==> config.mk <==
export PLATFORM = sky130hd
export DESIGN_NAME = bfe_event_irq
export DESIGN_NICKNAME = d
export VERILOG_FILES = /design/src/core/bfe_pkg.sv /design/src/core/bfe_event_irq.sv
export VERILOG_INCLUDE_DIRS = /design/src /design/src/core
export SDC_FILE = /design/constraint.sdc
export NUM_CORES = 1
export LEC_CHECK = 0
export BUFFER_PORTS_ARGS = -buffer_cell sky130_fd_sc_hd__buf_2
export CORE_MARGIN = 5
export CORE_UTILIZATION = 55
export CTS_BUF_LIST = sky130_fd_sc_hd__clkbuf_4 sky130_fd_sc_hd__clkbuf_8
export DETAILED_ROUTE_END_ITERATION = 10
export GPL_TIMING_DRIVEN = 0
export PLACE_DENSITY = 0.81
export SETUP_SLACK_MARGIN = 0.5
export SYNTH_ARGS = -nofsm -noshare
export SYNTH_HDL_FRONTEND = slang
export SYNTH_SLANG_ARGS = --single-unit
==> constraint.sdc <==
create_clock -name clock_in -period 5.9 [get_ports clock_in]
set_input_delay 0.885 -clock clock_in [delete_from_list [all_inputs] [get_ports clock_in]]
set_output_delay 0.885 -clock clock_in [all_outputs]
set_load 0.05 [all_outputs]
==> src/core/bfe_cfg.svh <==
// Offsets, field positions, reset values and counts of the code event block
`ifndef BFE_CFG_SVH
`define BFE_CFG_SVH
// Register indices; byte address is four times the index
`define BFE_IDX_STATUS    8'h70
`define BFE_IDX_ENABLE    8'h71
`define BFE_IDX_USTATUS   8'h74
`define BFE_IDX_UENABLE   8'h75
`define BFE_IDX_MATCH1    8'h60
`define BFE_IDX_MATCH2    8'h61
`define BFE_IDX_MATCH3    8'h62
`define BFE_IDX_REPEAT    8'h63
// Status and enable bit positions
`define BFE_BIT_MATCH3    7
`define BFE_BIT_MATCH2    6
`define BFE_BIT_CLEARED   5
`define BFE_BIT_ABORT     4
`define BFE_BIT_FULL      3
`define BFE_BIT_EMPTIED   2
`define BFE_BIT_MATCH1    1
`define BFE_BIT_CHANGE    0
`define BFE_BIT_UNSTABLE  6
// Reset values
`define BFE_RST_BYTE      8'h00
`define BFE_RST_CODE      6'h00
`define BFE_RST_REPEAT    8'h01
// Message framing and counts
`define BFE_FRAME_ONES    8'hff
`define BFE_NONCODE_RUN   2'h3
`define BFE_ABORT_RUN     4'h9
`endif

==> src/core/bfe_pkg.sv <==
// Types shared by the code event block
package bfe_pkg;
   typedef enum logic [1:0] {
      BFE_BUS_IDLE = 2'b00,
      BFE_BUS_DONE = 2'b01
   } bfe_bus_state_t;
endpackage : bfe_pkg

==> src/core/bfe_event_irq.sv <==
// Data link and code event flags, enables, interrupt and register slave
//
// Implementation choices: register access over Avalon-MM and the placing of the registers.
`timescale 1ns/10ps
`include "bfe_cfg.svh"
module bfe_event_irq
   import bfe_pkg::*;
(
   input  wire logic        clock_in,
   input  wire logic        rst_n_in,
   input  wire logic [7:0]  address_in,
   input  wire logic        read_in,
   input  wire logic        write_in,
   input  wire logic [31:0] writedata_in,
   output logic      [31:0] readdata_out,
   output logic             waitrequest_out,
   input  wire logic [15:0] rx_msg_in,
   input  wire logic        rx_msg_valid_in,
   input  wire logic        rx_code_valid_in,
   input  wire logic        filter_ok_in,
   input  wire logic        rx_bit_in,
   input  wire logic        rx_bit_en_in,
   input  wire logic        tx_load_in,
   input  wire logic        tx_rep_done_in,
   input  wire logic [5:0]  ssm_in,
   input  wire logic        ssm_valid_in,
   output logic             irq_out
);

   // ***********************************************
   // Declarations
   // ***********************************************
   bfe_bus_state_t bus_state;
   logic [7:0]     status;
   logic [7:0]     enable;
   logic           ustatus;
   logic           uenable;
   logic [5:0]     match_code [3];
   logic [7:0]     repeat_count;
   logic [7:0]     tx_count;
   logic [1:0]     noncode_run;
   logic [3:0]     ones_run;
   logic [5:0]     last_code;
   logic           code_seen;
   logic [5:0]     last_ssm;
   logic           ssm_seen;
   logic [7:0]     set_bits;
   logic [7:0]     rd_value;
   logic [5:0]     rx_code;
   logic           framed;
   logic           validated;
   logic           access;
   logic           rd_status;
   logic           rd_ustatus;
   logic           wr_hit;

   assign rx_code    = rx_msg_in[14:9];
   assign framed     = ~rx_msg_in[15] & ~rx_msg_in[8] & (rx_msg_in[7:0] == `BFE_FRAME_ONES);
   assign validated  = rx_msg_valid_in & filter_ok_in;
   assign access     = (read_in | write_in) & (bus_state == BFE_BUS_DONE);
   assign rd_status  = access & read_in & (address_in == `BFE_IDX_STATUS);
   assign rd_ustatus = access & read_in & (address_in == `BFE_IDX_USTATUS);
   assign wr_hit     = access & write_in;

   // ***********************************************
   // Event detection
   // ***********************************************
   genvar gi;
   generate
      for (gi = 0; gi < 3; gi++) begin : g_match
         localparam int BITPOS = (gi == 0) ? `BFE_BIT_MATCH1 : (gi == 1) ? `BFE_BIT_MATCH2 : `BFE_BIT_MATCH3;
         assign set_bits[BITPOS] = validated & (rx_code == match_code[gi]);
      end
   endgenerate

   assign set_bits[`BFE_BIT_CLEARED] = rx_msg_valid_in & framed & ~rx_code_valid_in
                                       & (noncode_run == 2'h2);
   assign set_bits[`BFE_BIT_ABORT]   = rx_bit_en_in & rx_bit_in & (ones_run == 4'h8);
   assign set_bits[`BFE_BIT_FULL]    = rx_msg_valid_in;
   assign set_bits[`BFE_BIT_EMPTIED] = tx_rep_done_in & ((tx_count + 8'h01) >= repeat_count);
   assign set_bits[`BFE_BIT_CHANGE]  = validated & code_seen & (rx_code != last_code);

   // Run of framed messages without a valid code; saturates at the limit
   always_ff @(posedge clock_in or negedge rst_n_in) begin
      if (!rst_n_in) begin
         noncode_run <= 2'h0;
      end else if (rx_msg_valid_in) begin
         if (framed & ~rx_code_valid_in) begin
            if (noncode_run != `BFE_NONCODE_RUN) begin
               noncode_run <= noncode_run + 2'h1;
            end
         end else begin
            noncode_run <= 2'h0;
         end
      end
   end

   // Run of ones on the link bits
   always_ff @(posedge clock_in or negedge rst_n_in) begin
      if (!rst_n_in) begin
         ones_run <= 4'h0;
      end else if (rx_bit_en_in) begin
         if (!rx_bit_in) begin
            ones_run <= 4'h0;
         end else if (ones_run != `BFE_ABORT_RUN) begin
            ones_run <= ones_run + 4'h1;
         end
      end
   end

   // Repetitions of the transmit message
   always_ff @(posedge clock_in or negedge rst_n_in) begin
      if (!rst_n_in) begin
         tx_count <= 8'h00;
      end else if (tx_load_in) begin
         tx_count <= 8'h00;
      end else if (tx_rep_done_in) begin
         tx_count <= set_bits[`BFE_BIT_EMPTIED] ? 8'h00 : tx_count + 8'h01;
      end
   end

   // Last validated code
   always_ff @(posedge clock_in or negedge rst_n_in) begin
      if (!rst_n_in) begin
         last_code <= `BFE_RST_CODE;
         code_seen <= 1'b0;
      end else if (validated) begin
         last_code <= rx_code;
         code_seen <= 1'b1;
      end
   end

   // Last valid sync message
   always_ff @(posedge clock_in or negedge rst_n_in) begin
      if (!rst_n_in) begin
         last_ssm <= `BFE_RST_CODE;
         ssm_seen <= 1'b0;
      end else if (ssm_valid_in) begin
         last_ssm <= ssm_in;
         ssm_seen <= 1'b1;
      end
   end

   // ***********************************************
   // Sticky flags; a new event wins over the read clear
   // ***********************************************
   always_ff @(posedge clock_in or negedge rst_n_in) begin
      if (!rst_n_in) begin
         status <= `BFE_RST_BYTE;
      end else begin
         status <= (status & ~(rd_status ? readdata_out[7:0] : 8'h00)) | set_bits;
      end
   end

   always_ff @(posedge clock_in or negedge rst_n_in) begin
      if (!rst_n_in) begin
         ustatus <= 1'b0;
      end else begin
         ustatus <= (ustatus & ~(rd_ustatus & readdata_out[`BFE_BIT_UNSTABLE]))
                    | (ssm_valid_in & ssm_seen & (ssm_in != last_ssm));
      end
   end

   // ***********************************************
   // Software registers
   // ***********************************************
   always_ff @(posedge clock_in or negedge rst_n_in) begin
      if (!rst_n_in) begin
         enable        <= `BFE_RST_BYTE;
         uenable       <= 1'b0;
         match_code[0] <= `BFE_RST_CODE;
         match_code[1] <= `BFE_RST_CODE;
         match_code[2] <= `BFE_RST_CODE;
         repeat_count  <= `BFE_RST_REPEAT;
      end else if (wr_hit) begin
         case (address_in)
            `BFE_IDX_ENABLE:  enable        <= writedata_in[7:0];
            `BFE_IDX_UENABLE: uenable       <= writedata_in[`BFE_BIT_UNSTABLE];
            `BFE_IDX_MATCH1:  match_code[0] <= writedata_in[5:0];
            `BFE_IDX_MATCH2:  match_code[1] <= writedata_in[5:0];
            `BFE_IDX_MATCH3:  match_code[2] <= writedata_in[5:0];
            `BFE_IDX_REPEAT:  repeat_count  <= writedata_in[7:0];
            default: begin
            end
         endcase
      end
   end

   always_comb begin
      case (address_in)
         `BFE_IDX_STATUS:  rd_value = status;
         `BFE_IDX_ENABLE:  rd_value = enable;
         `BFE_IDX_USTATUS: rd_value = {1'b0, ustatus, 6'h00};
         `BFE_IDX_UENABLE: rd_value = {1'b0, uenable, 6'h00};
         `BFE_IDX_MATCH1:  rd_value = {2'h0, match_code[0]};
         `BFE_IDX_MATCH2:  rd_value = {2'h0, match_code[1]};
         `BFE_IDX_MATCH3:  rd_value = {2'h0, match_code[2]};
         `BFE_IDX_REPEAT:  rd_value = repeat_count;
         default:          rd_value = 8'h00;
      endcase
   end

   // ***********************************************
   // Bus slave: data captured first, taken next edge
   // ***********************************************
   always_ff @(posedge clock_in or negedge rst_n_in) begin
      if (!rst_n_in) begin
         bus_state       <= BFE_BUS_IDLE;
         waitrequest_out <= 1'b1;
         readdata_out    <= 32'h0000_0000;
      end else begin
         case (bus_state)
            BFE_BUS_IDLE: begin
               if (read_in | write_in) begin
                  bus_state       <= BFE_BUS_DONE;
                  waitrequest_out <= 1'b0;
                  readdata_out    <= read_in ? {24'h00_0000, rd_value} : 32'h0000_0000;
               end
            end
            BFE_BUS_DONE: begin
               bus_state       <= BFE_BUS_IDLE;
               waitrequest_out <= 1'b1;
            end
            default: begin
               bus_state       <= BFE_BUS_IDLE;
               waitrequest_out <= 1'b1;
            end
         endcase
      end
   end

   always_ff @(posedge clock_in or negedge rst_n_in) begin
      if (!rst_n_in) begin
         irq_out <= 1'b0;
      end else begin
         irq_out <= (|(status & enable)) | (ustatus & uenable);
      end
   end

   // ***********************************************
   // Checks
   // ***********************************************
   property p_match3;
      @(posedge clock_in) disable iff (!rst_n_in)
      validated && rx_code == match_code[2] |=> status[`BFE_BIT_MATCH3];
   endproperty
   a_match3: assert property (p_match3) else $error("match three not flagged");

   property p_match2;
      @(posedge clock_in) disable iff (!rst_n_in)
      validated && rx_code == match_code[1] |=> status[`BFE_BIT_MATCH2];
   endproperty
   a_match2: assert property (p_match2) else $error("match two not flagged");

   property p_match1;
      @(posedge clock_in) disable iff (!rst_n_in)
      rx_msg_valid_in && !filter_ok_in && !status[`BFE_BIT_MATCH1] |=> !status[`BFE_BIT_MATCH1];
   endproperty
   a_match1: assert property (p_match1) else $error("match one set without filter");

   property p_cleared;
      @(posedge clock_in) disable iff (!rst_n_in)
      rx_msg_valid_in && framed && !rx_code_valid_in && noncode_run == 2'h2 |=> status[`BFE_BIT_CLEARED];
   endproperty
   a_cleared: assert property (p_cleared) else $error("code cleared not flagged");

   property p_abort;
      @(posedge clock_in) disable iff (!rst_n_in)
      rx_bit_en_in && rx_bit_in && ones_run == 4'h8 |=> status[`BFE_BIT_ABORT];
   endproperty
   a_abort: assert property (p_abort) else $error("abort not flagged");

   property p_full;
      @(posedge clock_in) disable iff (!rst_n_in)
      rx_msg_valid_in |=> status[`BFE_BIT_FULL];
   endproperty
   a_full: assert property (p_full) else $error("full not flagged");

   property p_emptied;
      @(posedge clock_in) disable iff (!rst_n_in)
      tx_rep_done_in && !tx_load_in && tx_count + 8'h01 == repeat_count |=> status[2] && tx_count == 8'h00;
   endproperty
   a_emptied: assert property (p_emptied) else $error("emptied not flagged");

   property p_change;
      @(posedge clock_in) disable iff (!rst_n_in)
      validated && code_seen && rx_code != last_code |=> status[`BFE_BIT_CHANGE];
   endproperty
   a_change: assert property (p_change) else $error("change not flagged");

   property p_unstable;
      @(posedge clock_in) disable iff (!rst_n_in)
      ssm_valid_in && !ssm_seen && !ustatus |=> !ustatus;
   endproperty
   a_unstable: assert property (p_unstable) else $error("unstable set before valid message");

   property p_rdclear;
      @(posedge clock_in) disable iff (!rst_n_in)
      rd_status && set_bits == 8'h00 |=> (status & $past(readdata_out[7:0])) == 8'h00;
   endproperty
   a_rdclear: assert property (p_rdclear) else $error("status not cleared by read");

   property p_resv;
      @(posedge clock_in) disable iff (!rst_n_in)
      bus_state == BFE_BUS_DONE && read_in && address_in == `BFE_IDX_USTATUS |-> readdata_out[7] == 1'b0
      && readdata_out[5:0] == 6'h00;
   endproperty
   a_resv: assert property (p_resv) else $error("reserved bits not zero");

   property p_uresv;
      @(posedge clock_in) disable iff (!rst_n_in)
      bus_state == BFE_BUS_DONE && read_in && address_in == `BFE_IDX_UENABLE |-> readdata_out[7] == 1'b0
      && readdata_out[5:0] == 6'h00;
   endproperty
   a_uresv: assert property (p_uresv) else $error("unstable enable reserved bits not zero");

   property p_gate;
      @(posedge clock_in) disable iff (!rst_n_in)
      status[`BFE_BIT_CLEARED] && !enable[`BFE_BIT_CLEARED] && (status & enable) == 8'h00 && !ustatus |=> !irq_out;
   endproperty
   a_gate: assert property (p_gate) else $error("code cleared interrupt while disabled");

   property p_irq;
      @(posedge clock_in) disable iff (!rst_n_in)
      ##1 irq_out == ($past(|(status & enable)) || $past(ustatus & uenable));
   endproperty
   a_irq: assert property (p_irq) else $error("interrupt level wrong");

   property p_bus;
      @(posedge clock_in) disable iff (!rst_n_in)
      (read_in || write_in) && waitrequest_out |=> !waitrequest_out ##1 waitrequest_out;
   endproperty
   a_bus: assert property (p_bus) else $error("bus answer timing wrong");

endmodule : bfe_event_irq

Word level (Yosys, flattened, before mapping) --
Cells that the tools add are included.
Word-level totals: flip-flop bits (word level) 108, input bits 74, output and inout bits 34
Cells by class: $lt $le $gt $ge 1, mux-type cells 14, equal/unequal tests 22, reduce and logical (&&, ||, !) cells 12, add/sub/neg operators 3, bitwise operators 36
Operators by type and width (count):
- == test 8 x 7 -> 1 bit (second input constant) | 8
- one-hot mux 8 bit (8 select lines) | 1
- 2-to-1 mux 8 bit | 5
- bitwise AND 1 bit | 25
- == test 6 bit | 3
- AND reduction 2 bit | 9
- bitwise AND 8 bit | 2
- != test 6 bit | 2
- adder 8 x 1 -> 8 bit (second input constant) | 1
- == test 8 bit (second input constant) | 1
- greater-or-equal comparator 8 bit | 1
- 2-to-1 mux 2 bit | 4
- 2-to-1 mux 4 bit | 2
- inverter 8 bit | 1
- bitwise OR 8 bit | 1
- OR reduction 8 bit | 1
- adder 4 x 1 -> 4 bit (second input constant) | 1
- == test 4 bit (second input constant) | 1
- != test 2 x 1 -> 1 bit (second input constant) | 2
- != test 2 bit (second input constant) | 2
- != test 4 bit (second input constant) | 1
- inverter 1 bit | 4
- bitwise OR 1 bit | 3
- adder 2 x 1 -> 2 bit (second input constant) | 1
- 5 further kinds | 6

Depth between registers and ports, before layout --
depth after elaboration 8, mapped depth 10, gate-level depth less buffers 9

Worst setup path before layout --
No wires, ideal clock.
path type register to register, from reg tx_count[2], to reg tx_count[2], slack 3.743 ns, required time 5.818 ns, cell stages (with the launch flop) 11, library setup time 0.082 ns, buffers on the path 1, arrival time 2.075 ns, path through dfrtp_1 > and2_1 > nand4_1 > xnor2_1 > ha_1 > a211oi_1 > nor2_1 > a211oi_2 > buf_2 > nand4b_1 > a31oi_1
Between the ends: cells in the longest elaborated chain, start to end 6
RTL lines:
- start: declaration | RTL line bfe_event_irq.sv:40 | logic [7:0] tx_count;
- start signal: assignment | RTL line bfe_event_irq.sv:118 | tx_count <= set_bits[`BFE_BIT_EMPTIED] ? 8'h00 : tx_count + 8'h01;
- adder 8 x 1 -> 8 bit (*) | RTL line bfe_event_irq.sv:80, bfe_event_irq.sv:118
- greater-or-equal comparator 8 bit | RTL line bfe_event_irq.sv:80 | assign set_bits[`BFE_BIT_EMPTIED] = tx_rep_done_in & ((tx_count + 8'h01) >= repeat_count);
- bitwise AND 1 bit | RTL line bfe_event_irq.sv:80
- 2-to-1 mux 8 bit (*) | RTL line bfe_event_irq.sv:118
- 2-to-1 mux 8 bit (*) | RTL line bfe_event_irq.sv:117 | end else if (tx_rep_done_in) begin
- 2-to-1 mux 8 bit (*) | RTL line bfe_event_irq.sv:115 | end else if (tx_load_in) begin
Every way passes the cells marked *; elsewhere a longest branch is shown, timed or not. The select of a mux whose other input is x is not followed. A chain may end at the register's enable or synchronous reset.

Worst setup path in the final report --
from reg tx_count[2], to reg tx_count[5]
Same word-level chain as after synthesis.

==> out/metrics.yaml <==
run:
  max-cap-violations: 0
timing:
  timing.final.crit_share_pct: 41.7
  skew_ps: 10.3
  tns_ps: 0
  worstMarginPinSlew_ps: 606
  slew_headroom_pct: 59.5
  post-route-min-period_ps: 2460
  hold_viol_final: 0
  setup_viol: 0
  rsz0062_at_grt: "false"
  fmax_ghz: 0.407
  drv_slew: 0
route:
  via_per_inst: 5.60
  drtIter0Drc: 177
  num_vias: 3543
  drc_errors: 0
  drt_first_pass_iters: 5
  post_drt_wl_per_cell_um: 16.6
  wl_um: 10500
  ant_nets: 0
synth:
  syn_inst: 439
  synth_fa_ha_area_share_pct: 3.74
  async_flop_share_pct: 100
  ys_seq_area_share_pct: 44.4
  yosys_warnings: 0
  ys_types: 64
  synth_ff_type: "dfrtp_1"
  synth_mux_area_share_pct: 14.0
  avgSynthCellArea_sq_um: 10.7
  syn_area_sq_um: 4690
  synthSimpleGateAreaFrac_pct: 14.9
  synth_top_family_by_area: "simple AND/OR/NAND/NOR gates"
  synth_xor_area_share_pct: 6.73
  synth_compound_area_share_pct: 9.40
  ys_ff_latch: 83
  synth_edf_count: 0
finish:
  final_cell_mix: "81 x dfrtp_1, 52 x buf_2, 41 x mux2_2"
  drive_gt1_share_pct: 29.2
  final_common_cell: "dfrtp_1"
  nNetsFinal: 611
  syn2layout_area_growth_pct: 14.8
  finalCoreUtilization_pct: 65.2
  antenna_cells: 0
setup_path:
  path_class: "flip-flop to flip-flop"
  crit_family: "compound AO/OA/AOI/OAI gates"
  arrival_ps: 2730
  cp_data_required_time_ps: 6170
  cp_max_fo: 10
  path_cells: "and2_1 -> nand4_1 -> xnor2_1 -> ha_1 -> a211oi_1 -> nor2_1 -> a211oi_2 -> buf_2 -> nand3_1 -> a31oi_1"
  crit_path_max_incr_delay_ps: 460
  critPathLaunchType: "flip-flop"
  cp_num_buf_inv: 1
  crit_slowest_cell: "dfrtp_1"
  endpoint_kind: "flip-flop"
global_routing:
  grt_pass1_wl_um: 17100
  grt_pass1_vias: 3534
  grt-busiest-layer: "met2"
  antenna_found_initial: 0
  grt.total_usage_pct: 21.0
  gr-usage-met2_pct: 36.1
  met1_usage_pct: 27.0
  grt_overflow: 0
  grtUsageMet3_pct: 4.44
  grt_max_degree: 61
placed_design:
  post-dp-hpwl_um: 8180
  place.port_buffers: 49
  place.gp.congestion: 0.918
clock_network:
  insertion_delay_ps: 350
  cts_root_buffer: "clkbuf_8"
  cts_hold_repair.buffers: 0
  cts_tree: "built"
  clockBufferDepth: 2
  cts_buffers: 9
  cts_setup_buffers: 0
  clk_pin_slew_worst_paths_ps: 80
  cts_sinks: 83
  cts_max_level: 3
  postCtsResizedCells: 0
floorplanning:
  rows: 33
  core_area_sq_um: 8260
  ios: 108
  die_x_um: 102
  die_area_sq_um: 10500
  die_y_um: 102
  initial_core_util_pct: 56.7
power_and_ir_drop:
  seqPwrFrac_pct: 50.3
  comb_power_share_pct: 15.9
  ir_worst_vdd_mv: 0.114
  powerDensity_nw_per_um2: 229
  p_int_w: 0.000889
  p_clk_share_pct: 33.8
  power_switching_w: 0.000345
  leakagePower_nw: 2.61
  switching_share_pct: 28.0
min_path:
  min-delay-path-class: "input pin to asynchronous set/reset pin"
run_status:
  outcome: "complete, no violations"
[state kept, by name (all words and copies together) (netlist names), 2 cells and up]
signal / cells
last_ssm: 6
status: 8
last_code: 6
ones_run: 4
readdata_out: 8
repeat_count: 8
tx_count: 8
match_code: 18
noncode_run: 2
enable: 8
[final cells by class]
class	instances	area, sq um
fill	653	2880
multi-input combinational	323	2380
sequential	83	2080
timing repair buffer	50	275
buffer	39	253
clock buffer	12	153
tap	105	131
inverter	17	63.8
clock inverter	4	50.0
[worst register-to-register path: cells and delay by family, from the launching register on]
kind / cells / cell delay (ps)
xor gates and xnor gates: 1 / 170
adders and majority gates: 1 / 290
DFF: 1 / 460
AOI/OAI and AO/OA: 3 / 630
and+or+nand+nor: 4 / 580
buffers and inverters: 1 / 250
[worst paths after layout]
path,startpoint,end,slack [ps],cells after the start
worst max-delay path,tx_count[2],tx_count[5],3440,10
worst min-delay path,rst_n_in,last_ssm[5],420,1
worst max register to register,tx_count[2],tx_count[5],3440,10
worst min register to register,ssm_seen,ssm_seen,490,1
max in group asynchronous,rst_n_in,repeat_count[0],4850,2
min in group clock_in,ssm_seen,ssm_seen,490,1
[routing by layer]
metal,vias to the layer above,wire [um]
met5,-,0
met4,0,159
met3,18,898
met2,161,5190
met1,1682,4270
li1,1682,-
[synth_stat cells (all sizes together), types with 2 or more instances]
cell type,number,area [sq um]
nor2b,6,40.0
mux2,41,462
a31oi,3,18.8
a211oi,3,27.5
nand3b,2,15.0
mux2i,15,150
ha,14,175
inv,17,63.8
buf,33,230
mux4,2,45.0
nor4,5,46.3
o211ai,3,22.5
nand2b,10,70.1
dfrtp,81,2030
a22o,8,70.1
and3b,2,17.5
nor2,15,73.8
nand4,7,43.8
dfstp,2,52.6
o22ai,3,18.8
nand3,24,125
a32o,2,20.0
clkbuf,6,22.5
a21oi,8,40.0
o21ai,23,115
nand2,35,131
a21boi,2,15.0
nor3,11,71.3
xor2,26,228
xnor2,10,87.6
[cell families after synthesis]
logic type,Yosys count
and+or+nand+nor,125
DFF,83
AOI/OAI and AO/OA,66
muxes,58
buffers and inverters,56
xor gates and xnor gates,36
adders and majority gates,14
other,1
[stage by stage]
step | setup slack [ps] | hold slack (ps) | instances | power (W) | area, sq um
floorplan | 3740 | 435 | 462 | 0.000764 | 4770
global placement | 3330 | 452 | 616 | 0.000815 | 5150
detailed placement | 3470 | 457 | 617 | 0.000826 | 5180
CTS | 3430 | 432 | 633 | 0.00124 | 5380
global route | 3200 | 445 | 633 | 0.00129 | 5380
finish | 3440 | 421 | 633 | 0.00123 | 5380
[power by group through the flow]
stage	combinational, W	sequential, W	clock (W)
2_1_floorplan	0.000133	0.000632	0
3_3_place_gp	0.000186	0.000629	0
3_5_place_dp	0.000196	0.000631	0
4_1_cts	0.000196	0.000620	0.000425
5_1_grt	0.000215	0.000624	0.000450
6_report	0.000196	0.000621	0.000417
No activity file was read; power rests on OpenSTA's default activity.
